[config.mk]
export PLATFORM = sky130hd
export DESIGN_NAME = adc_cal
export DESIGN_NICKNAME = d
export VERILOG_FILES = /design/src/rtl/adc_cal.v
export VERILOG_INCLUDE_DIRS = /design/src /design/src/pkg
export SDC_FILE = /design/constraint.sdc
export NUM_CORES = 2
export LEC_CHECK = 0
export BUFFER_PORTS_ARGS = -buffer_cell sky130_fd_sc_hd__buf_2
export CORE_MARGIN = 8
export CORE_UTILIZATION = 30
export CTS_BUF_LIST = sky130_fd_sc_hd__clkbuf_2 sky130_fd_sc_hd__clkbuf_4 sky130_fd_sc_hd__clkbuf_8
export DETAILED_ROUTE_END_ITERATION = 16
export PLACE_DENSITY = 0.55
export SYNTH_ARGS = -nofsm -noshare
export SYNTH_HDL_FRONTEND = slang
export SYNTH_SLANG_ARGS = --single-unit
[constraint.sdc]
create_clock -name clk -period 91.7 [get_ports clk]
set_input_delay 4.585 -clock clk [delete_from_list [all_inputs] [get_ports clk]]
set_output_delay 4.585 -clock clk [all_outputs]
set_load 0.02 [all_outputs]
[src/pkg/adc_cal_defines.vh]
/*
  Constants for the converter correction datapath and calibration sequencer:
  register offsets, field positions, reset values and mode codes.
  Assumes it is included by bare name from the design files.
*/
//
// Summary of operation
// - Average chopped pairs, subtract offset, then multiply by gain, in that order.
// - Round to 16 bits, clamp out-of-range results to full scale, twos or offset binary.
// - Coefficients load factory values at power-on.
// - Coefficient writes take effect only while the converter is idle.
// - Calibration code in mode field starts a cycle that overwrites the coefficient, except a gain cycle whose measured span is zero.
// - Self-offset uses internal zero input; self-gain uses internal full-scale input.
// - Offset calibration lasts three output periods chop off, two chop on, then idle.
// - Gain calibration has two stages, twice the offset calibration length.
// - Calibration start aborts conversion, uses filter rate, always returns to idle.
// - Offset coefficient is 16-bit twos complement spanning plus or minus one.
// - Positive offset reduces output; zero means no offset removal.
// - Offset-corrected value is scaled by gain coefficient over 16384.
// - Nominal gain 0x5555 gives about 1.3333, three-quarter span to full scale.
// - Normal mode K is 1, 2 for gains 2 and 128, 4 for 256, 8 for 512.
// - Low power mode forces gain 128 and K of 32.
// - Low power plus mode forces gain 512 and K of 8.
// - In low power modes K doubles with half regulator voltage as reference.
// - Filter config bit 15 enables chopping and shortens offset calibration.
// - Mode register bit 5 selects precision or low power reference.
`ifndef ADC_CAL_DEFINES_VH
`define ADC_CAL_DEFINES_VH

// ----------------------------------------
// Register byte addresses
// ----------------------------------------
`define ADR_MODE 12'h000
`define ADR_FILTER 12'h004
`define ADR_OFFSET 12'h008
`define ADR_GAIN 12'h00C
`define ADR_RESULT 12'h010
`define ADR_STATUS 12'h014
`define ADR_PGA 12'h018

// ----------------------------------------
// Fields
// ----------------------------------------
`define MODE_FIELD 2:0
`define MODE_PWR 4:3
`define MODE_REF_BIT 5
`define MODE_HALFREF_BIT 6
`define MODE_UNIPOLAR_BIT 7
`define FLT_CHOP_BIT 15
`define PGA_FIELD 3:0

// ----------------------------------------
// Mode codes
// ----------------------------------------
`define MD_IDLE 3'h0
`define MD_CONT 3'h1
`define MD_SELF_OFS 3'h4
`define MD_SELF_GAIN 3'h5
`define MD_SYS_OFS 3'h6
`define MD_SYS_GAIN 3'h7
`define PWR_NORMAL 2'h0
`define PWR_LOW 2'h1
`define PWR_LOWPLUS 2'h2

// ----------------------------------------
// Values
// ----------------------------------------
`define OFS_NOMINAL 16'h0000
`define GAIN_NOMINAL 16'h5555
`define FILTER_RESET 16'h0007
`define GAIN_SHIFT 14
`define PGA_GAIN2 4'h1
`define PGA_GAIN128 4'h7
`define PGA_GAIN256 4'h8
`define PGA_GAIN512 4'h9
`define PERIODS_CHOP 2'h2
`define PERIODS_NOCHOP 2'h3
`define FULL_POS 16'h7FFF
`define FULL_NEG 16'h8000

`endif

[src/rtl/adc_cal.v]
/*
  Post-filter correction datapath and calibration sequencer for one
  sigma-delta channel, with an APB register slave.
  Assumes the decimation filter delivers one sample per output period with
  a one-cycle valid strobe on clk, and that the analog front end honours
  the zero/full-scale input selects.
*/
`timescale 1ns/1ps
`default_nettype none
`include "adc_cal_defines.vh"

module adc_cal #(
  parameter [15:0] FACTORY_OFFSET = 16'h0000,
  parameter [15:0] FACTORY_GAIN = 16'h5555,
  parameter IS_CURRENT = 1
) (
  input wire clk,
  input wire rst,
  input wire psel,
  input wire penable,
  input wire pwrite,
  input wire [11:0] paddr,
  input wire [31:0] pwdata,
  output reg [31:0] prdata,
  output wire pready,
  output wire pslverr,
  input wire filt_valid,
  input wire [23:0] filt_data,
  output wire conv_abort,
  output wire cal_zero_sel,
  output wire cal_full_sel,
  output wire ref_low_power,
  output wire [3:0] pga_eff,
  output reg [15:0] result_q,
  output reg result_valid_q
);

  // ----------------------------------------
  // States
  // ----------------------------------------
  localparam [3:0] ST_IDLE = 4'b0001;
  localparam [3:0] ST_CONV = 4'b0010;
  localparam [3:0] ST_CAL1 = 4'b0100;
  localparam [3:0] ST_CAL2 = 4'b1000;

  reg [3:0] state_q;
  reg [7:0] mode_q;
  reg [15:0] filter_q;
  reg [15:0] offset_q;
  reg [15:0] gain_q;
  reg [3:0] pga_q;
  reg [1:0] period_cnt_q;
  reg chop_have_q;
  reg signed [23:0] chop_first_q;
  reg [15:0] cal_ofs_q;

  wire wr_en = psel & penable & pwrite;
  wire idle = state_q == ST_IDLE;
  wire chop = filter_q[`FLT_CHOP_BIT];
  wire [2:0] md = mode_q[`MODE_FIELD];
  wire is_cal_code = md[2];
  wire is_gain_cal = md == `MD_SELF_GAIN || md == `MD_SYS_GAIN;
  wire is_self = md == `MD_SELF_OFS || md == `MD_SELF_GAIN;
  wire [1:0] pwr = mode_q[`MODE_PWR];
  wire [1:0] periods = chop ? `PERIODS_CHOP : `PERIODS_NOCHOP;
  wire cal_run = (state_q == ST_CAL1) | (state_q == ST_CAL2);
  wire start_cal = wr_en && paddr == `ADR_MODE && pwdata[2];

  assign pready = 1'b1;
  assign pslverr = 1'b0;
  assign conv_abort = start_cal & ~idle;
  assign ref_low_power = mode_q[`MODE_REF_BIT];
  // Self-offset and the first self-gain stage see internal zero; self-gain stage two full scale
  assign cal_zero_sel = cal_run & is_self & (state_q == ST_CAL1);
  assign cal_full_sel = cal_run & is_self & (state_q == ST_CAL2) & is_gain_cal;

  // ----------------------------------------
  // Effective amplifier gain and K factor
  // ----------------------------------------
  assign pga_eff = pwr == `PWR_LOW ? `PGA_GAIN128 : pwr == `PWR_LOWPLUS ? `PGA_GAIN512 : pga_q;

  reg [5:0] k_shift;
  always @*
  begin
    k_shift = 6'd0;
    if (IS_CURRENT != 0)
    begin
      case (pwr)
        `PWR_LOW: k_shift = 6'd5;
        `PWR_LOWPLUS: k_shift = 6'd3;
        default:
        begin
          case (pga_q)
            `PGA_GAIN2, `PGA_GAIN128: k_shift = 6'd1;
            `PGA_GAIN256: k_shift = 6'd2;
            `PGA_GAIN512: k_shift = 6'd3;
            default: k_shift = 6'd0;
          endcase
        end
      endcase
      if (pwr != `PWR_NORMAL && mode_q[`MODE_HALFREF_BIT])
        k_shift = k_shift + 6'd1;
    end
  end

  // ----------------------------------------
  // Correction datapath
  // ----------------------------------------
  // Filter data is a fraction with 23 fraction bits; the offset coefficient
  // spans +-1 in 15 fraction bits, so it is shifted up by 8 before K.
  wire signed [24:0] avg = ($signed({chop_first_q[23], chop_first_q}) + $signed({filt_data[23], filt_data})) >>> 1;
  wire chop_done = chop_have_q;
  wire signed [23:0] sample = chop ? avg[23:0] : $signed(filt_data);
  wire signed [39:0] ofs_scaled = $signed({{24{offset_q[15]}}, offset_q}) <<< (k_shift + 6'd8);
  wire signed [39:0] diff = $signed({{16{sample[23]}}, sample}) - ofs_scaled;
  wire signed [56:0] prod = diff * $signed({1'b0, gain_q});
  // Back to 16 result bits: drop 14 gain bits and 8 fraction bits, round half up
  wire signed [56:0] rnd = (prod + (57'sd1 <<< (`GAIN_SHIFT + 7))) >>> (`GAIN_SHIFT + 8);
  wire over = rnd > 57'sd32767;
  wire under = rnd < -57'sd32768;
  wire [15:0] clamped = over ? `FULL_POS : under ? `FULL_NEG : rnd[15:0];
  wire [15:0] formatted = mode_q[`MODE_UNIPOLAR_BIT] ? {~clamped[15], clamped[14:0]} : clamped;
  // Gain stage two measures the span above the zero reading of stage one
  wire signed [39:0] zero_scaled = $signed({{24{cal_ofs_q[15]}}, cal_ofs_q}) <<< (k_shift + 6'd8);
  wire signed [39:0] span = $signed({{16{sample[23]}}, sample}) - zero_scaled;
  wire signed [31:0] span_div = $signed({{8{span[31]}}, span[31:8]});
  // Zero span would divide by zero; the old coefficient is kept then
  wire span_zero = span_div == 32'sh0000_0000;
  wire signed [31:0] gain_quot = span_zero ? 32'sh0000_0000 : 32'sh2000_0000 / span_div;
  // Chopped data forms a result on every second filter sample
  wire sample_ok = filt_valid & (~chop | chop_done);

  // ----------------------------------------
  // Registers and sequencer
  // ----------------------------------------
  always @(posedge clk or posedge rst)
  begin
    if (rst)
    begin
      state_q <= ST_IDLE;
      mode_q <= 8'h00;
      filter_q <= `FILTER_RESET;
      offset_q <= FACTORY_OFFSET;
      gain_q <= FACTORY_GAIN;
      pga_q <= 4'h0;
      period_cnt_q <= 2'h0;
      chop_have_q <= 1'b0;
      chop_first_q <= 24'h00_0000;
      cal_ofs_q <= 16'h0000;
      result_q <= 16'h0000;
      result_valid_q <= 1'b0;
    end
    else
    begin
      result_valid_q <= 1'b0;
      if (filt_valid)
      begin
        chop_have_q <= chop & ~chop_have_q;
        chop_first_q <= $signed(filt_data);
      end
      if (wr_en)
      begin
        case (paddr)
          `ADR_MODE: mode_q <= pwdata[7:0];
          `ADR_FILTER: filter_q <= pwdata[15:0];
          `ADR_PGA: pga_q <= pwdata[3:0];
          `ADR_OFFSET: if (idle) offset_q <= pwdata[15:0];
          `ADR_GAIN: if (idle) gain_q <= pwdata[15:0];
          default: ;
        endcase
      end
      case (state_q)
        ST_IDLE, ST_CONV:
        begin
          if (start_cal)
          begin
            state_q <= ST_CAL1;
            period_cnt_q <= 2'h0;
            chop_have_q <= 1'b0;
          end
          else if (wr_en && paddr == `ADR_MODE)
            state_q <= pwdata[2:0] == `MD_CONT ? ST_CONV : ST_IDLE;
          else if (state_q == ST_CONV && sample_ok)
          begin
            result_q <= formatted;
            result_valid_q <= 1'b1;
          end
        end
        ST_CAL1, ST_CAL2:
        begin
          if (filt_valid)
          begin
            period_cnt_q <= period_cnt_q + 2'h1;
            // Last period of the stage holds the settled sample
            if (period_cnt_q == periods - 2'h1)
            begin
              period_cnt_q <= 2'h0;
              chop_have_q <= 1'b0;
              if (state_q == ST_CAL1)
              begin
                // Offset is the raw sample in offset units at K
                cal_ofs_q <= $signed(sample[23:8]) >>> k_shift[3:0];
                if (is_gain_cal)
                  state_q <= ST_CAL2;
                else
                begin
                  offset_q <= $signed(sample[23:8]) >>> k_shift[3:0];
                  state_q <= ST_IDLE;
                  mode_q[`MODE_FIELD] <= `MD_IDLE;
                end
              end
              else
              begin
                // Gain = full scale over measured span, in 2.14 format
                gain_q <= span_zero ? gain_q : gain_quot[15:0];
                state_q <= ST_IDLE;
                mode_q[`MODE_FIELD] <= `MD_IDLE;
              end
            end
          end
        end
        default: state_q <= ST_IDLE;
      endcase
    end
  end

  // ----------------------------------------
  // Read mux
  // ----------------------------------------
  always @*
  begin
    case (paddr)
      `ADR_MODE: prdata = {24'h00_0000, mode_q};
      `ADR_FILTER: prdata = {16'h0000, filter_q};
      `ADR_OFFSET: prdata = {16'h0000, offset_q};
      `ADR_GAIN: prdata = {16'h0000, gain_q};
      `ADR_RESULT: prdata = {16'h0000, result_q};
      `ADR_STATUS: prdata = {28'h000_0000, state_q};
      `ADR_PGA: prdata = {28'h000_0000, pga_q};
      default: prdata = 32'h0000_0000;
    endcase
  end

endmodule
`default_nettype wire

# Yosys cells after proc, flatten, opt, wreduce, memory -nomap -nowiden
# Index checks and enable logic that the tools add are counted.
# word_totals
regBits	124
in_bits	74
out_inout_bits	59
elab_cells	146
# op_classes
add_sub_neg	8
n_mul	1
div_mod_pow	1
magnitude_cmp	2
n_eq_ne	26
shifts	3
muxes	55
bitwise	17
n_reduce_logical	20
# op_table
op	n
$mux W16	19
$pmux W16 S7	1
$add A57 B23 Y57 const B	1
$mul A40 B17 Y57	1
$sshl A16 B6 Y40	1
$sub A24 B40 Y40	1
$eq A12 B5 Y1 const B	3
$gt A35 B16 Y1 const B	1
$lt A35 B16 Y1 const B	1
$div A31 B32 Y32 const A	1
$logic_not A32 Y1	1
$mux W4	8
$sshl A16 B6 Y32	1
$sub A24 B32 Y32	1
$add A24 B24 Y25	1
$eq A12 B4 Y1 const B	2
$mux W24	1
$mux W3	7
$sshr A16 B4 Y16	1
$eq A12 B3 Y1 const B	1
$eq A4 B4 Y1 const B	3
$logic_not A12 Y1	1
$pmux W6 S2	1
$and A1 B1 Y1	9
31 further kinds	65

# Logic depth before layout (Yosys ltp)
# logic_depth
ltp_word	16
depth_mapped	468
ltp_nobuf	420

# Least setup slack after synthesis
# OpenSTA, ideal clock, no wires.
# synth_timing
kind	input-to-reg
startpoint	input filt_data[4]
endpoint	register gain_q[13]
setup_time_ps	124
t_arrival_ps	85910
required_ps	91576
setup_slack_ps	5666
path_stages	427
n_path_buf	60
path_cell_list	ha_1 -> buf_2 -> a211o_1 -> a21oi_1 -> nand2_1 -> a21o_1 -> a21oi_1 -> xnor2_1 -> mux2_2 -> ha_1 -> nor3_1 -> nor2_1 -> clkbuf_1 -> inv_1 -> clkbuf_1 -> clkbuf_1 -> buf_1 -> buf_1 -> [391 not listed] -> o21ai_0 -> ha_1 -> a21o_1 -> a21oi_1 -> nor2b_1 -> o21ai_0 -> nand2b_1 -> a21oi_1 -> nor2b_1 -> o21ai_0 -> o311ai_0 -> a221o_1 -> a41oi_1 -> nand4_1 -> or2_1 -> o31ai_1 -> xnor2_1 -> a21oi_1
# synth_between
elab_chain_cells	9
word_cells_on_any_way	11
cone_classes	add/sub: 2; div: 1; eq/ne: 1; mux: 6; reduce/logical: 1
# synth_rtl
item	line	source
start, declared	adc_cal.v:28	input wire [23:0] filt_data,
$add A24 B24 Y25	adc_cal.v:111	wire signed [24:0] avg = ($signed({chop_first_q[23], chop_first_q}) + $signed({filt_data[23], filt_data})) >>> ...
$mux W24 (*)	adc_cal.v:113	wire signed [23:0] sample = chop ? avg[23:0] : $signed(filt_data);
$sub A24 B32 Y32 (*)	adc_cal.v:125	wire signed [39:0] span = $signed({{16{sample[23]}}, sample}) - zero_scaled;
$div A31 B32 Y32	adc_cal.v:129	wire signed [31:0] gain_quot = span_zero ? 32'sh0000_0000 : 32'sh2000_0000 / span_div;
$mux W16	adc_cal.v:215	gain_q <= span_zero ? gain_q : gain_quot[15:0];
$mux W16	adc_cal.v:199	if (state_q == ST_CAL1)
$mux W16	adc_cal.v:195	if (period_cnt_q == periods - 2'h1)
$mux W16	adc_cal.v:191	if (filt_valid)
$mux W16	adc_cal.v:172	case (state_q)
end signal, assigned	adc_cal.v:168	`ADR_GAIN: if (idle) gain_q <= pwdata[15:0];
end signal, assigned	adc_cal.v:215	
end, declared	adc_cal.v:50	reg [15:0] gain_q;
# Mark *: on every way between the ends. The rest lies on a longest branch, timed or not. The select of a mux whose other input is x is not followed.
# A chain may end at the register's enable or synchronous reset.

# Worst setup path in the final report
# layout_timing
startpoint	input filt_data[4]
endpoint	register gain_q[11]
# The elaborated chain is that of the path after synthesis.

==> impl_results.md <==
* Status: finished, final reports clean
* Top-area cell type share of the netlist area at 17.9%
* First-pass GRT wire length at 426000 um
* Die Area at 240000 um2
* Peak Freq at 11.5 MHz
* Largest net degree at the start of global routing at 71
* Initial DRC count at 5603
* Worst Path Buf+Inv at 43
* Crit path max fanout at 14
* Initial Util at 30.1%
* Vias per cell at 5.42
* Max_cap viols at 0
* Min Tclk post-route at 86.84 ns
* Mapped cell area at 67400 um2
* Synth area leaders: fa_1 18%, ha_1 14%, nand2_1 5.6%
* WP data required at 92.04 ns
* Layout cells sized above 1 at 19.9%
* Clk_lat worst skew at 0.51 ns
* DR vias at 71800
* Flops & latches, synth at 124
* Synthesis-to-finish area growth at 22.6%
* DP HPWL at 224000 um
* Crit-path most repeated cell: a21oi_1
* Start point of the critical path: filt_data[4]
* Residual DRC at 0
* Syn Inst Count at 8958
* Rel. slew slack at 10.8%
* Cell taking the most area after synthesis: fa_1
* Tcrit/Tclk final at 94.7%
* Most frequent cells after synthesis: 1014 x nand2_1, 872 x inv_1, 753 x ha_1
* Total GRT Usage at 22.6%
* Number of nets with antenna violations after routing at 0
* Worst-path clk slew at 0.09 ns
* # IOs at 133
* Max incr delay on CP at 0.63 ns
* Min-Delay Startpoint: cal_ofs_q[12]$_DFFE_PP0P_
* WS Path Type: primary input to flip-flop
* Critical path launch point type: primary input
* Clock root cell: clkbuf_8
* Pre-antenna DRT Iters at 9
* Worst min-delay path class: flip-flop to flip-flop
* Clock net sink count at 124
* CTS Buffer Depth at 2
* Final max-slew violation count at 0
* Hold EP: cal_ofs_q[12]$_DFFE_PP0P_
* Gpl congestion at 0.975
* Ys async rst share at 100%
* Die height at 490 um
* TritonCTS clock tree: yes
* Grt ovf at 0
* Mapped Avg Cell Area at 7.52 um2
* Fin area at 82600 um2
* Distinct cells, synth at 127
* CP max-delay cell: or4_1
* Final wirelength at 281000 um
* Main synth FF type: dfrtp_1
* Port-buffer cells at 98
* Sequential-to-total area share from yosys stat at 4.63%
* Crit path max-delay family: compound AO/OA/AOI/OAI gates
* Most frequent cell after synthesis: nand2_1
* Final net count at 11600
* CP endpoint kind: flip-flop
* Worst Skew at 0.0221 ns
* Reg2reg end: gain_q[11]$_DFFE_PP0P_
* Drt wl/cell at 21.2 um
* Hold Path Depth at 2
* Die Wd at 490 um
* Final Hold Viols at 0
* Row count at 174
* Reg2reg setup slack at 7.95 ns
* Worst-margin pin slew at 1.34 ns
* Antenna violations before repair at 26
* Number of global-route vias before repair at 72100
* Critical Path AT at 87.19 ns
* Final setup fails at 0
* TritonCTS buffer count at 17
* Synthesis Warnings at 0
* Post-synth EDFFs at 0
* R2R cell count at 398
* WHS at 0.514 ns
* Post-DP Area at 81500 um2
* Core Footprint at 224000 um2
* FF-to-FF Start: mode_q[4]$_DFFE_PP0P_
* H-Tree Depth at 4
-- per-layer routing --
| metal | up-vias | track usage (%) | share of wire, % |
|---|---|---|---|
| met5 | - | 0 | 0.0046 |
| met2 | 2370 | 38.4 | 47 |
| met3 | 545 | 1.71 | 5.4 |
| met1 | 35100 | 29.0 | 42 |
| li1 | 33800 | - | - |
| met4 | 2 | 10.8 | 5.4 |
-- cell type report --
type,instances,area [um2]
inverter,880,3310
timing repair buffer,1534,11400
fill,23500,141000
sequential,124,3120
tap,2992,3740
clock inverter,15,174
clock buffer,17,234
multi-input combinational,7659,60600
antenna,17,42.5
-- worst reg2reg max path, delay by kind of cell, from the launching register on --
| kind | cells | cell delay (ns) |
|---|---|---|
| and+or+nand+nor | 121 | 23.77 |
| xor gates and xnor gates | 2 | 0.56 |
| buffers and inverters | 43 | 7.05 |
| muxes | 7 | 2.31 |
| adders and majority gates | 34 | 10.41 |
| DFF | 1 | 0.44 |
| AOI/OAI and AO/OA | 191 | 39.02 |
-- state kept, by name, indices dropped and copies added, names as in the netlist --
signal	cells
chop_first_q	24
cal_ofs_q	16
filter_q	16
gain_q	16
offset_q	16
result_q	16
mode_q	8
pga_q	4
state_q	4
period_cnt_q	2
chop_done	1
result_valid_q	1
-- cell usage in the layout, fill, tap and decap left out, types with 38 or more instances in the layout --
cell,instances
buf_4,1427
nand2_1,1008
inv_1,870
ha_1,752
nor2_1,700
a21oi_1,608
fa_1,602
o21ai_0,404
and2_1,344
xnor2_1,310
a21o_1,259
nor3_1,179
nand3_1,167
mux2_2,149
xor2_1,146
mux2i_1,130
o21a_1,111
dfrtp_1,111
nand2b_1,108
nor2b_1,107
a31oi_1,107
buf_2,98
nand4_1,91
or3_1,78
o211ai_1,76
o21bai_1,72
conb_1,71
a211oi_1,69
and3_1,61
o31ai_1,58
o21ai_1,50
or2_2,48
a21boi_0,48
o22ai_1,38
-- kinds of logic (layout without fill, tap and decap cells) --
kind of cell             after synthesis  in the layout  share of synthesized area [%]
AND/OR/NAND/NOR                     3074           3074                           21.8
AO/OA/AOI/OAI                       2394           2394                           23.7
adder cells (fa/ha/maj)             1358           1358                           31.9
buffers and inverters               1244           2446                           7.15
XOR/XNOR                             480            480                           6.29
multiplexers                         282            282                           4.48
flip-flops                           124            124                           4.63
other                                  2             88                         0.0111
-- worst max path at each step --
stage / end / slack (ns) / cells after the start
global route: gain_q[14]$_DFFE_PP1P_ / -0.20 / 426
finish: gain_q[11]$_DFFE_PP0P_ / 4.86 / 401
global placement: gain_q[14]$_DFFE_PP1P_ / 0.73 / 396
detailed placement: gain_q[14]$_DFFE_PP1P_ / -0.13 / 400
floorplan: gain_q[13]$_DFFE_PP0P_ / 5.67 / 427
CTS: gain_q[14]$_DFFE_PP1P_ / 0.006 / 401
-- metrics by stage --
step	utilization (%)	std cells	TNS (ns)	setup WS [ns]
final	36.9	13200	0	4.86
after global routing	36.9	13200	-1.08	-0.200
after CTS	36.5	13200	0	0.00622
after detailed placement	36.4	13200	-0.199	-0.128
after global placement	36.4	13200	0	0.731
after floorplan	-	9027	0	5.67
-- timing repair --
action / CTS / global route
endpoints found under the hold margin: 0 / 0
hold buffers: 0 / 0
gates resized for setup: 0 / 130
endpoints found under the setup margin: 0 / 16
setup buffers: 0 / 12
Power is not shown: default switching activity piles up to over one toggle a cycle in this logic, so the estimate is an artifact.
